[config.mk]
export PLATFORM = sky130hd
export DESIGN_NAME = mgmt_mode_entry_exit
export DESIGN_NICKNAME = d
export VERILOG_FILES = /design/src/inc/mgmt_pkg.sv /design/src/verilog/mgmt_mode_entry_exit.sv
export SDC_FILE = /design/constraint.sdc
export NUM_CORES = 2
export LEC_CHECK = 0
export BUFFER_PORTS_ARGS = -buffer_cell sky130_fd_sc_hd__clkbuf_2
export CAP_MARGIN = 20
export CORE_AREA = 4 4 536 538
export DETAILED_ROUTE_END_ITERATION = 6
export DIE_AREA = 0 0 540 542
export PLACE_DENSITY = 0.41
export SLEW_MARGIN = 20
export SYNTH_ARGS = -nofsm -noshare
export SYNTH_HDL_FRONTEND = slang
export SYNTH_SLANG_ARGS = --single-unit
export TNS_END_PERCENT = 20
[constraint.sdc]
create_clock -name core_clk -period 5.7 [get_ports core_clk]
set_input_delay 0.57 -clock core_clk [delete_from_list [all_inputs] [get_ports core_clk]]
set_output_delay 0.57 -clock core_clk [all_outputs]
set_load 0.1 [all_outputs]
[src/inc/mgmt_pkg.sv]
package mgmt_pkg;
  // save area layout: slot indices in fill-down order
  localparam int NSLOT = 22;
  localparam int NARCH = 18;
  localparam logic [4:0] S_CTL0  = 5'h00;
  localparam logic [4:0] S_FLAGS = 5'h02;
  localparam logic [4:0] S_IP    = 5'h03;
  localparam logic [4:0] S_DBGC  = 5'h0D;
  localparam logic [4:0] S_DS    = 5'h0E;
  localparam logic [4:0] S_SS    = 5'h0F;
  localparam logic [4:0] S_CS    = 5'h10;
  localparam logic [4:0] S_ES    = 5'h11;
  localparam logic [4:0] S_TRAP  = 5'h12;
  localparam logic [4:0] S_RST   = 5'h13;
  localparam logic [4:0] S_REV   = 5'h14;
  localparam logic [4:0] S_BASE  = 5'h15;
  localparam logic [4:0] S_LAST  = 5'h15;
  // entry values and masks
  localparam logic [31:0] DEF_BASE    = 32'h0003_0000;
  localparam logic [31:0] ENTRY_IP    = 32'h0000_8000;
  localparam logic [31:0] ENTRY_FLAGS = 32'h0000_0002;
  localparam logic [31:0] ENTRY_DBG   = 32'h0000_0400;
  localparam logic [31:0] SEG_ZERO    = 32'h0000_0000;
  localparam logic [31:0] CTL0_CLR    = 32'h8000_000D;
  localparam logic [31:0] ALIGN_MASK  = 32'h0000_7FFF;
  // relocation and trap-restart bits set; revision level value is arbitrary
  localparam logic [31:0] REV_ID      = 32'h0003_005A;
  localparam logic [15:0] TRAP_CLEAR  = 16'h0000;
  localparam logic [15:0] TRAP_REDO   = 16'h00FF;
  localparam int          HALT_BIT    = 16;
  localparam int          TVALID_BIT  = 1;
  // apb register byte offsets
  localparam logic [7:0] A_STAT = 8'h00;
  localparam logic [7:0] A_BASE = 8'h04;
  localparam logic [7:0] A_CTRL = 8'h08;
  localparam logic       CTRL_RST = 1'b1;
  // offset of each slot above the base
  function automatic logic [15:0] slotOfs(input logic [4:0] s);
    case (s)
      5'h00: return 16'hFFFC;
      5'h01: return 16'hFFF8;
      5'h02: return 16'hFFF4;
      5'h03: return 16'hFFF0;
      5'h0C: return 16'hFFCC;
      5'h0D: return 16'hFFC8;
      5'h0E: return 16'hFFB4;
      5'h0F: return 16'hFFB0;
      5'h10: return 16'hFFAC;
      5'h11: return 16'hFFA8;
      5'h12: return 16'hFFA4;
      5'h13: return 16'hFF00;
      5'h14: return 16'hFEFC;
      5'h15: return 16'hFEF8;
      default: return 16'hFFEC - {9'h000, s - 5'h04, 2'b00};
    endcase
  endfunction : slotOfs
  // save area memory request
  typedef struct packed {
    logic        req;
    logic        we;
    logic [31:0] addr;
    logic [31:0] wdata;
  } memReq_s;
  // execution environment while in management mode
  typedef struct packed {
    logic realMode;
    logic limit4g;
    logic default16;
    logic ipTrunc16;
    logic farBase20;
    logic realVectors;
    logic nmiBlock;
    logic initBlock;
  } modeCtl_s;
  typedef enum {ST_IDLE, ST_ACK, ST_SAVE, ST_LOAD, ST_HANDLER,
                ST_RESTORE, ST_RESUME, ST_SHUTDOWN} state_e;
endpackage : mgmt_pkg

[src/verilog/mgmt_mode_entry_exit.sv]
// The address map and register access over APB were decided locally.
`timescale 1ns/1ps
// What this block does
// - acknowledge interrupt, save state, enter handler
// - resume restores state, drops acknowledge, continues
// - save fills down from top of region
// - entry loads pointer 8000h, code base the current management base
// - entry flags 2h, interrupts and stepping off
// - entry clears four control register zero bits
// - entry debug control loads 400h
// - entry zeroes data, extra, stack segments
// - nmi, init blocked, address bit 20 mask released
// - real addressing, 4G limits, 16-bit defaults
// - pointer truncation, far base within 20 bits
// - interrupts use real-mode vector table
// - fixed save offsets for main registers
// - trap, restart, revision, base slots placed
// - handler edits restored on resume
// - base default, relocation, misalignment shutdown
// - halt slot records and selects halt return
// - trap restart slot cleared, 00FFh re-executes when the trap valid bit is set
module mgmt_mode_entry_exit
  import mgmt_pkg::*;
(
  input  wire logic                   core_clk,
  input  wire logic                   nrst,
  input  wire logic                   psel,
  input  wire logic                   penable,
  input  wire logic                   pwrite,
  input  wire logic [7:0]             paddr,
  input  wire logic [31:0]            pwdata,
  output logic      [31:0]            prdata,
  output logic                        pready,
  output logic                        pslverr,
  input  wire logic                   mgmtInterruptIn_n,
  output logic                        mgmtActiveOut_n,
  input  wire logic                   addrBit20MaskIn_n,
  output logic                        a20MaskEff_n,
  input  wire logic                   instrBoundary,
  input  wire logic                   haltState,
  input  wire logic                   resumeInstr,
  input  wire logic [NARCH-1:0][31:0] archIn,
  input  wire logic [31:0]            trapDword,
  output logic      [NARCH-1:0][31:0] archOut,
  output logic                        archLoad,
  output logic                        haltCycle,
  output logic                        ioRestart,
  output logic                        shutdown,
  output logic                        managementMode,
  output modeCtl_s                    modeCtl,
  output memReq_s                     mem,
  input  wire logic                   memAck,
  input  wire logic [31:0]            memRdata
);

  // pin synchronisers
  logic smiS1_q, smiS2_q;             // interrupt pin stages
  logic a20S1_q, a20S2_q;             // mask pin stages
  // control state
  state_e           st_q;             // sequencer state
  logic [4:0]       slot_q;           // save slot counter
  logic [31:0]      img_q [NSLOT];    // save area image
  logic [31:0]      base_q;           // management base
  logic             active_q;         // acknowledge level
  logic             enable_q;         // software recognise enable
  logic [NARCH-1:0][31:0] archOut_q;  // register values to core
  logic             load_q;           // core load pulse
  logic             halt_q;           // halt cycle pulse
  logic             redo_q;           // port restart pulse
  logic [31:0]      prdata_q;         // apb read data
  // decode wires
  logic        smiSeen;               // entry request accepted
  logic        lastSlot;              // final slot of a pass
  logic        misaligned;            // restored base off 32K
  logic        apbWr;                 // apb write access
  logic        apbHit;                // mapped apb address
  logic [31:0] apbRd;                 // apb read mux

  // snapshot word for a slot at entry
  function automatic logic [31:0] capWord(input logic [4:0] s);
    case (s)
      S_TRAP:  return trapDword;
      S_RST:   return {15'h0000, haltState, TRAP_CLEAR};
      S_REV:   return REV_ID;
      S_BASE:  return base_q;
      default: return archIn[s];
    endcase
  endfunction : capWord

  // value loaded into the core at entry
  function automatic logic [31:0] entryWord(input logic [4:0] s);
    case (s)
      S_CTL0:  return img_q[s] & ~CTL0_CLR;
      S_FLAGS: return ENTRY_FLAGS;
      S_IP:    return ENTRY_IP;
      S_DBGC:  return ENTRY_DBG;
      S_DS, S_SS, S_ES: return SEG_ZERO;
      S_CS:    return base_q;
      default: return img_q[s];
    endcase
  endfunction : entryWord
  // two stages on both pins
  always_ff @(posedge core_clk or negedge nrst) begin
    if (!nrst) begin
      smiS1_q <= 1'b1;
      smiS2_q <= 1'b1;
      a20S1_q <= 1'b1;
      a20S2_q <= 1'b1;
    end else begin
      smiS1_q <= mgmtInterruptIn_n;
      smiS2_q <= smiS1_q;
      a20S1_q <= addrBit20MaskIn_n;
      a20S2_q <= a20S1_q;
    end
  end

  // recognise only at an instruction boundary
  assign smiSeen    = !smiS2_q && enable_q && instrBoundary && st_q == ST_IDLE;
  assign lastSlot   = slot_q == S_LAST;
  assign misaligned = |(img_q[S_BASE] & ALIGN_MASK);
  // sequencer
  always_ff @(posedge core_clk or negedge nrst) begin
    if (!nrst) begin
      st_q     <= ST_IDLE;
      slot_q   <= '0;
      active_q <= 1'b0;
      load_q   <= 1'b0;
      halt_q   <= 1'b0;
      redo_q   <= 1'b0;
      base_q   <= DEF_BASE;
    end else begin
      load_q <= 1'b0;
      halt_q <= 1'b0;
      redo_q <= 1'b0;
      case (st_q)
        // wait for the interrupt
        ST_IDLE: begin
          if (smiSeen) begin
            active_q <= 1'b1;
            st_q     <= ST_ACK;
          end
        end
        // one cycle of acknowledge before memory traffic
        ST_ACK: begin
          slot_q <= '0;
          st_q   <= ST_SAVE;
        end
        ST_SAVE: begin
          if (memAck) begin
            slot_q <= lastSlot ? '0 : slot_q + 5'h01;
            st_q   <= lastSlot ? ST_LOAD : ST_SAVE;
          end
        end
        ST_LOAD: begin
          load_q <= 1'b1;
          st_q   <= ST_HANDLER;
        end
        // handler runs until resume
        ST_HANDLER: begin
          if (resumeInstr) begin
            slot_q <= '0;
            st_q   <= ST_RESTORE;
          end
        end
        ST_RESTORE: begin
          if (memAck) begin
            slot_q <= lastSlot ? '0 : slot_q + 5'h01;
            st_q   <= lastSlot ? ST_RESUME : ST_RESTORE;
          end
        end
        ST_RESUME: begin
          if (misaligned) begin
            st_q <= ST_SHUTDOWN;
          end else begin
            base_q   <= img_q[S_BASE];
            load_q   <= 1'b1;
            halt_q   <= img_q[S_RST][HALT_BIT];
            redo_q   <= img_q[S_RST][15:0] == TRAP_REDO
                        && img_q[S_TRAP][TVALID_BIT];
            active_q <= 1'b0;
            st_q     <= ST_IDLE;
          end
        end
        // stays here until hardware reset
        ST_SHUTDOWN: begin
          active_q <= 1'b0;
        end
        default: begin
          st_q <= ST_IDLE;
        end
      endcase
    end
  end

  // save image: snapshot at entry, refill on restore
  always_ff @(posedge core_clk) begin
    if (smiSeen) begin
      for (int i = 0; i < NSLOT; i++) begin
        img_q[i] <= capWord(5'(i));
      end
    end else if (st_q == ST_RESTORE && memAck) begin
      img_q[slot_q] <= memRdata;
    end
  end

  // registers handed to the core
  always_ff @(posedge core_clk or negedge nrst) begin
    if (!nrst) begin
      archOut_q <= '0;
    end else if (st_q == ST_LOAD) begin
      for (int i = 0; i < NARCH; i++) begin
        archOut_q[i] <= entryWord(5'(i));
      end
    end else if (st_q == ST_RESUME && !misaligned) begin
      for (int i = 0; i < NARCH; i++) begin
        archOut_q[i] <= img_q[i];
      end
    end
  end

  // tail slots end at base slot
  assign mem.req   = st_q == ST_SAVE || st_q == ST_RESTORE;
  assign mem.we    = st_q == ST_SAVE;
  assign mem.addr  = base_q + {16'h0000, slotOfs(slot_q)};
  assign mem.wdata = img_q[slot_q];
  assign mgmtActiveOut_n = !active_q;
  assign managementMode  = active_q;
  assign archOut         = archOut_q;
  assign archLoad        = load_q;
  assign haltCycle       = halt_q;
  assign ioRestart       = redo_q;
  assign shutdown        = st_q == ST_SHUTDOWN;
  assign a20MaskEff_n = active_q ? 1'b1 : a20S2_q;
  assign modeCtl.nmiBlock    = active_q;
  assign modeCtl.initBlock   = active_q;
  assign modeCtl.realMode    = active_q;
  assign modeCtl.limit4g     = active_q;
  assign modeCtl.default16   = active_q;
  assign modeCtl.ipTrunc16   = active_q;
  assign modeCtl.farBase20   = active_q;
  assign modeCtl.realVectors = active_q;
  // apb slave: zero wait, read data latched in setup
  assign apbWr   = psel && penable && pwrite;
  assign apbHit  = paddr == A_STAT || paddr == A_BASE || paddr == A_CTRL;
  assign apbRd   = paddr == A_STAT ? {30'h0, shutdown, active_q}
                 : paddr == A_BASE ? base_q
                 : paddr == A_CTRL ? {31'h0, enable_q} : 32'h0000_0000;
  assign pready  = 1'b1;
  assign pslverr = psel && penable && !apbHit;
  assign prdata  = prdata_q;
  // apb registers
  always_ff @(posedge core_clk or negedge nrst) begin
    if (!nrst) begin
      enable_q <= CTRL_RST;
      prdata_q <= '0;
    end else begin
      if (psel && !penable) begin
        prdata_q <= apbRd;
      end
      if (apbWr && paddr == A_CTRL) begin
        enable_q <= pwdata[0];
      end
    end
  end
endmodule : mgmt_mode_entry_exit
# --- After elaboration in Yosys (flattened, before gate mapping) ---
# Memories as Yosys holds them, arrays and structs flattened.
# Cells that the tools add are included.
totals:
  register_bits: 686
  mem_bits_rw: 704
  input_bits: 691
  output_inout_bits: 691
  wordCells: 163
  n_memories: 1
op_classes:
  add_sub_neg: 4
  n_eq_ne: 34
  muxes: 58
  n_bitwise: 2
  n_reduce_logical: 33
mem_list:
  columns: ["name", "depth", "width", "read_ports", "rd_clocked_by_memory_dff", "wr", "line", "source"]
  rows:
  - ["img_q", 22, 32, 22, 0, 22, "mgmt_mode_entry_exit.sv:62", "logic [31:0] img_q [NSLOT];"]
op_table:
  columns: ["op", "n"]
  rows:
  - ["$mux W576", 2]
  - ["$mux W32", 29]
  - ["$pmux W32 S8", 1]
  - ["$pmux W16 S14", 1]
  - ["$eq A32 B3 Y1 const B", 6]
  - ["$eq A32 B4 Y1 const B", 3]
  - ["$eq A32 B2 Y1 const B", 2]
  - ["$logic_not A32 Y1", 2]
  - ["$add A32 B16 Y32", 1]
  - ["$eq A32 B1 Y1 const B", 1]
  - ["$reduce_or A32 Y1", 1]
  - ["$eq A5 B5 Y1 const B", 6]
  - ["$eq A5 B4 Y1 const B", 4]
  - ["$mux W5", 4]
  - ["$eq A16 B8 Y1 const B", 1]
  - ["$mux W1", 16]
  - ["$pmux W5 S3", 1]
  - ["$reduce_or A15 Y1", 1]
  - ["$logic_and A1 B1 Y1", 11]
  - ["$eq A5 B2 Y1 const B", 2]
  - ["$ne A2 B2 Y1 const B", 5]
  - ["$sub A6 B8 Y9 const A", 1]
  - ["$eq A8 B3 Y1 const B", 1]
  - ["$eq A8 B4 Y1 const B", 1]
  - ["19 further kinds", 28]

# --- Longest topological paths before layout ---
depth:
  word_depth: 8
  depth_mapped: 19
  ltp_nobuf: 14

# --- Worst setup path after synthesis ---
# Ideal clock, no wire load.
synth_path:
  kind: "reg-to-output"
  startpoint: "register slot_q[0]"
  endpoint: "output mem[56] (netlist bit)"
  arrival_time_ps: 5544
  t_required_ps: 5130
  setup_slack_ps: -414
  path_stages_with_launch: 20
  path_buffers: 6
  path_cell_list: "dfrtp_1 buf_2 buf_2 buf_2 clkbuf_1 inv_1 ha_1 or2_2 clkbuf_1 and3_1 nor2_1 o21ai_0 mux2i_1 ha_1 clkbuf_1 and3_1 a221oi_1 o21ai_1 nand3_1 xnor2_1"
synth_rtl:
  columns: ["element", "line", "source"]
  rows:
  - ["start: declaration", "mgmt_mode_entry_exit.sv:61", "logic [4:0] slot_q;"]
  - ["start signal: assignment", "mgmt_mode_entry_exit.sv:150", "slot_q <= lastSlot ? '0 : slot_q + 5'h01;"]
  - ["start signal: assignment", "mgmt_mode_entry_exit.sv:167", "slot_q <= lastSlot ? '0 : slot_q + 5'h01;"]
  - ["end: declaration", "mgmt_mode_entry_exit.sv:51", "output memReq_s mem,"]

==> impl_metrics.py <==
metrics = {
    "clock_network": {
        "post_cts_buffers": 0,
        "tritoncts": "done",
        "clockBufferDepth": 4,
        "clock_latency_ns": 0.87,
        "root_buffer": "clkbuf_16",
        "cts_made_buffers": 206,
        "htree_levels": 4,
        "cts.sinks": 1681,
        "clk_transition_reported_paths_ns": 0.06,
    },
    "status": {
        "status": "finished clean",
    },
    "layout": {
        "fin_nets": 7258,
        "drive_gt1_frac": 0.4246,
        "area_growth_pct": 33.55,
    },
    "sta": {
        "setup_viol": 0,
        "hold_viol_final": 0,
        "post-route-period-util": 0.9544,
        "finClkSkew_ns": 0.03754,
        "max_freq_mhz": 183.8,
        "drv_slew": 0,
        "worstMarginPinSlew_ns": 1.081,
        "fin_crit_ns": 5.440,
        "tns_ns": 0,
        "relSlewSlack": 0.2790,
        "rsz0062_at_grt": "yes",
        "setup_slack_ns": 0.2599,
    },
    "worst_setup_path": {
        "crit_chain": "inv_1 -> ha_1 -> or3_1 -> nor2_1 -> nor2b_1 -> a211oi_1 -> o21ai_0 -> ha_2 -> nand3_1 -> o211ai_1 -> a311oi_2 -> buf_4 -> nor3b_1 -> xor2_1 -> buf_12",
        "crit_path_max_fanout": 8,
        "critPathRequiredTime_ns": 5.13,
        "max_stage_delay_ns": 0.44,
        "worstSetupPathType": "reg2out",
        "worstPathArrival_ns": 4.87,
        "crit_path_top_delay_cell": "dfrtp_4",
        "start_kind": "flop",
        "end_kind": "output port",
    },
    "grt": {
        "grt_use_met2": 0.3871,
        "use_met1": 0.3285,
        "grtUsageMet3": 0.06087,
        "grt_busiest_layer": "met2",
        "antenna_found_initial": 107,
        "first_global_vias": 52870,
        "grt_max_degree": 121,
        "grtUsageTotal": 0.2417,
        "grt_pass1_wl_mm": 487.4,
        "overflow": 0,
    },
    "pwr": {
        "leakage_uw": 0.03835,
        "peakVddDrop_v": 0.0005325,
        "total_power_uw": 55110,
        "p_per_area_nw_per_um2": 564.9,
    },
    "logic_synthesis": {
        "avgSynthCellArea_um2": 15.78,
        "yosysWarnings": 0,
        "synthTopCellsByCount": "edfxtp_1, mux2_2, dfrtp_1",
        "synth-simple-area-share": 0.04765,
        "yosys_register_bits": 1681,
        "synth-seq-area-share": 0.6461,
        "yosys-top-cells-area": "edfxtp_1, dfrtp_1, mux2_2",
        "synth_top_area_frac": 0.4209,
        "synth-adder-area-share": 0.003014,
        "synth_top_area_cell": "edfxtp_1",
        "synth-xor-area-share": 0.003597,
        "synth_fp_nets": 5336,
        "yosysMostFrequentCell": "edfxtp_1",
        "synthDistinctLibCells": 61,
        "synth_edf_count": 1024,
        "muxShareOfSynthArea": 0.2363,
        "synth_area_um2": 73050,
        "synth_top_family_by_area": "multiplexers",
        "synth-async-reset-ratio": 0.3908,
        "ys.flop_type": "edfxtp_1",
        "syn_inst": 4628,
        "synth_compound_area_frac": 0.03710,
    },
    "route": {
        "vias_per_cell": 4.883,
        "ant_nets": 0,
        "drt_iter0_markers": 4397,
        "vias": 51350,
        "wire_per_inst_um": 34.75,
        "drc": 0,
        "first_pass_iters": 5,
        "drt_wl_total_mm": 365.5,
    },
    "floorplan": {
        "ios": 1382,
        "die_area_um2": 292700,
        "start_util": 0.2590,
        "rows": 195,
        "chipWidth_um": 540,
        "die_h_um": 542,
        "core_um2": 282000,
    },
    "placement": {
        "place.gp.congestion": 0.8744,
        "pre_cts_ws_ns": 0.5107,
        "port_buffers": 1349,
        "dp_hpwl_mm": 260.6,
    },
    "run": {
        "maxCapViolCount": 0,
    },
    "min_path": {
        "holdCritPathClass": "in2reg",
    },
}
==> layout by cell type, fill, tap and decap left out, drive strengths merged, types with 22 or more instances in the layout <==
cell / count
a21oi: 210
a22o: 30
a22oi: 128
and2: 22
and3: 63
buf: 191
clkbuf: 1635
clkinv: 50
dfrtp: 650
diode: 47
dlygate4sd3: 578
edfxtp: 1024
mux2: 990
mux2i: 35
mux4: 256
nand2: 550
nand3: 23
nand4: 36
nor2: 29
o21ai: 48
==> worst paths after layout <==
path	start	to	slack, ns	cells past startpoint
max	slot_q[0]$_DFFE_PN0P_	mem[59]	0.26	15
min in group asynchronous	nrst	archOut[37]$_DFFE_PN0P_	0.30	2
min	archIn[459]	img_q[14][11]$_DFFE_PP_	0.08	2
min reg2reg	a20S1_q$_DFF_PN1_	a20S2_q$_DFF_PN1_	0.36	0
max reg2reg	st_q[0]$_DFFE_PN0P_	img_q[11][29]$_DFFE_PP_	1.36	6
max in group asynchronous	nrst	archOut[419]$_DFFE_PN0P_	3.95	3
==> layout make-up <==
class / count / area (µm²)
multi-input combinational: 2556 / 24310
sequential: 1681 / 47210
tap: 3743 / 4683
inverter: 10 / 41.29
timing repair buffer: 2095 / 14330
clock inverter: 75 / 859.6
antenna: 47 / 117.6
clock buffer: 309 / 6011
fill: 27870 / 184500
==> cells by family after synthesis <==
family                   after synthesis
XOR/XNOR                              30
flip-flops                          1681
AO/OA/AOI/OAI                        440
adder cells (fa/ha/maj)               17
multiplexers                        1281
AND/OR/NAND/NOR                      787
buffers and inverters                391
other                                  1
==> metrics by stage <==
stage / utilization / hold WS (ns) / cell area (µm²) / std cells
3_3_place_gp: 0.3003 / 0.3456 / 84700 / 9505
6_report: 0.3459 / 0.08052 / 97560 / 10520
4_1_cts: 0.3454 / 0.0006353 / 97400 / 10470
2_1_floorplan: - / 0.2744 / 73080 / 4628
3_5_place_dp: 0.3005 / 0.3494 / 84750 / 9507
5_1_grt: 0.3458 / 0.02828 / 97520 / 10500
==> power breakdown <==
part | internal [µW] | switching [µW]
clock | 8040 | 5540
combinational | 4690 | 20700
sequential | 14900 | 1250
==> registers in the layout, summed over array words and instances (netlist names) <==
register	count
a20S1_q	1
a20S2_q	1
archLoad	1
archOut	576
base_q	32
enable_q	1
haltCycle	1
img_q	1024
ioRestart	1
managementMode	1
prdata	32
slot_q	5
smiS1_q	1
smiS2_q	1
st_q	3
==> critical path, delay by kind of cell (launching register included) <==
kind,cells,cell delay [ns]
buffers and inverters,3,0.53
AOI/OAI and AO/OA,4,0.95
DFF,1,0.44
xor gates and xnor gates,1,0.30
and+or+nand+nor,5,1.10
adders and majority gates,2,0.69
==> metal layers <==
layer	up-vias	share of wire
li1	21480	-
met1	27290	0.44
met2	2099	0.46
met3	421	0.075
met4	56	0.028
met5	-	0.00090
==> repair_timing <==
item | in CTS | in global routing
gates resized for setup | 2 | 9
hold buffers | 578 | 0
setup endpoints to repair | 8 | 12
endpoints found under the hold margin | 622 | 0
pin swaps | 0 | 1
No activity file was read; power rests on OpenSTA's default activity.
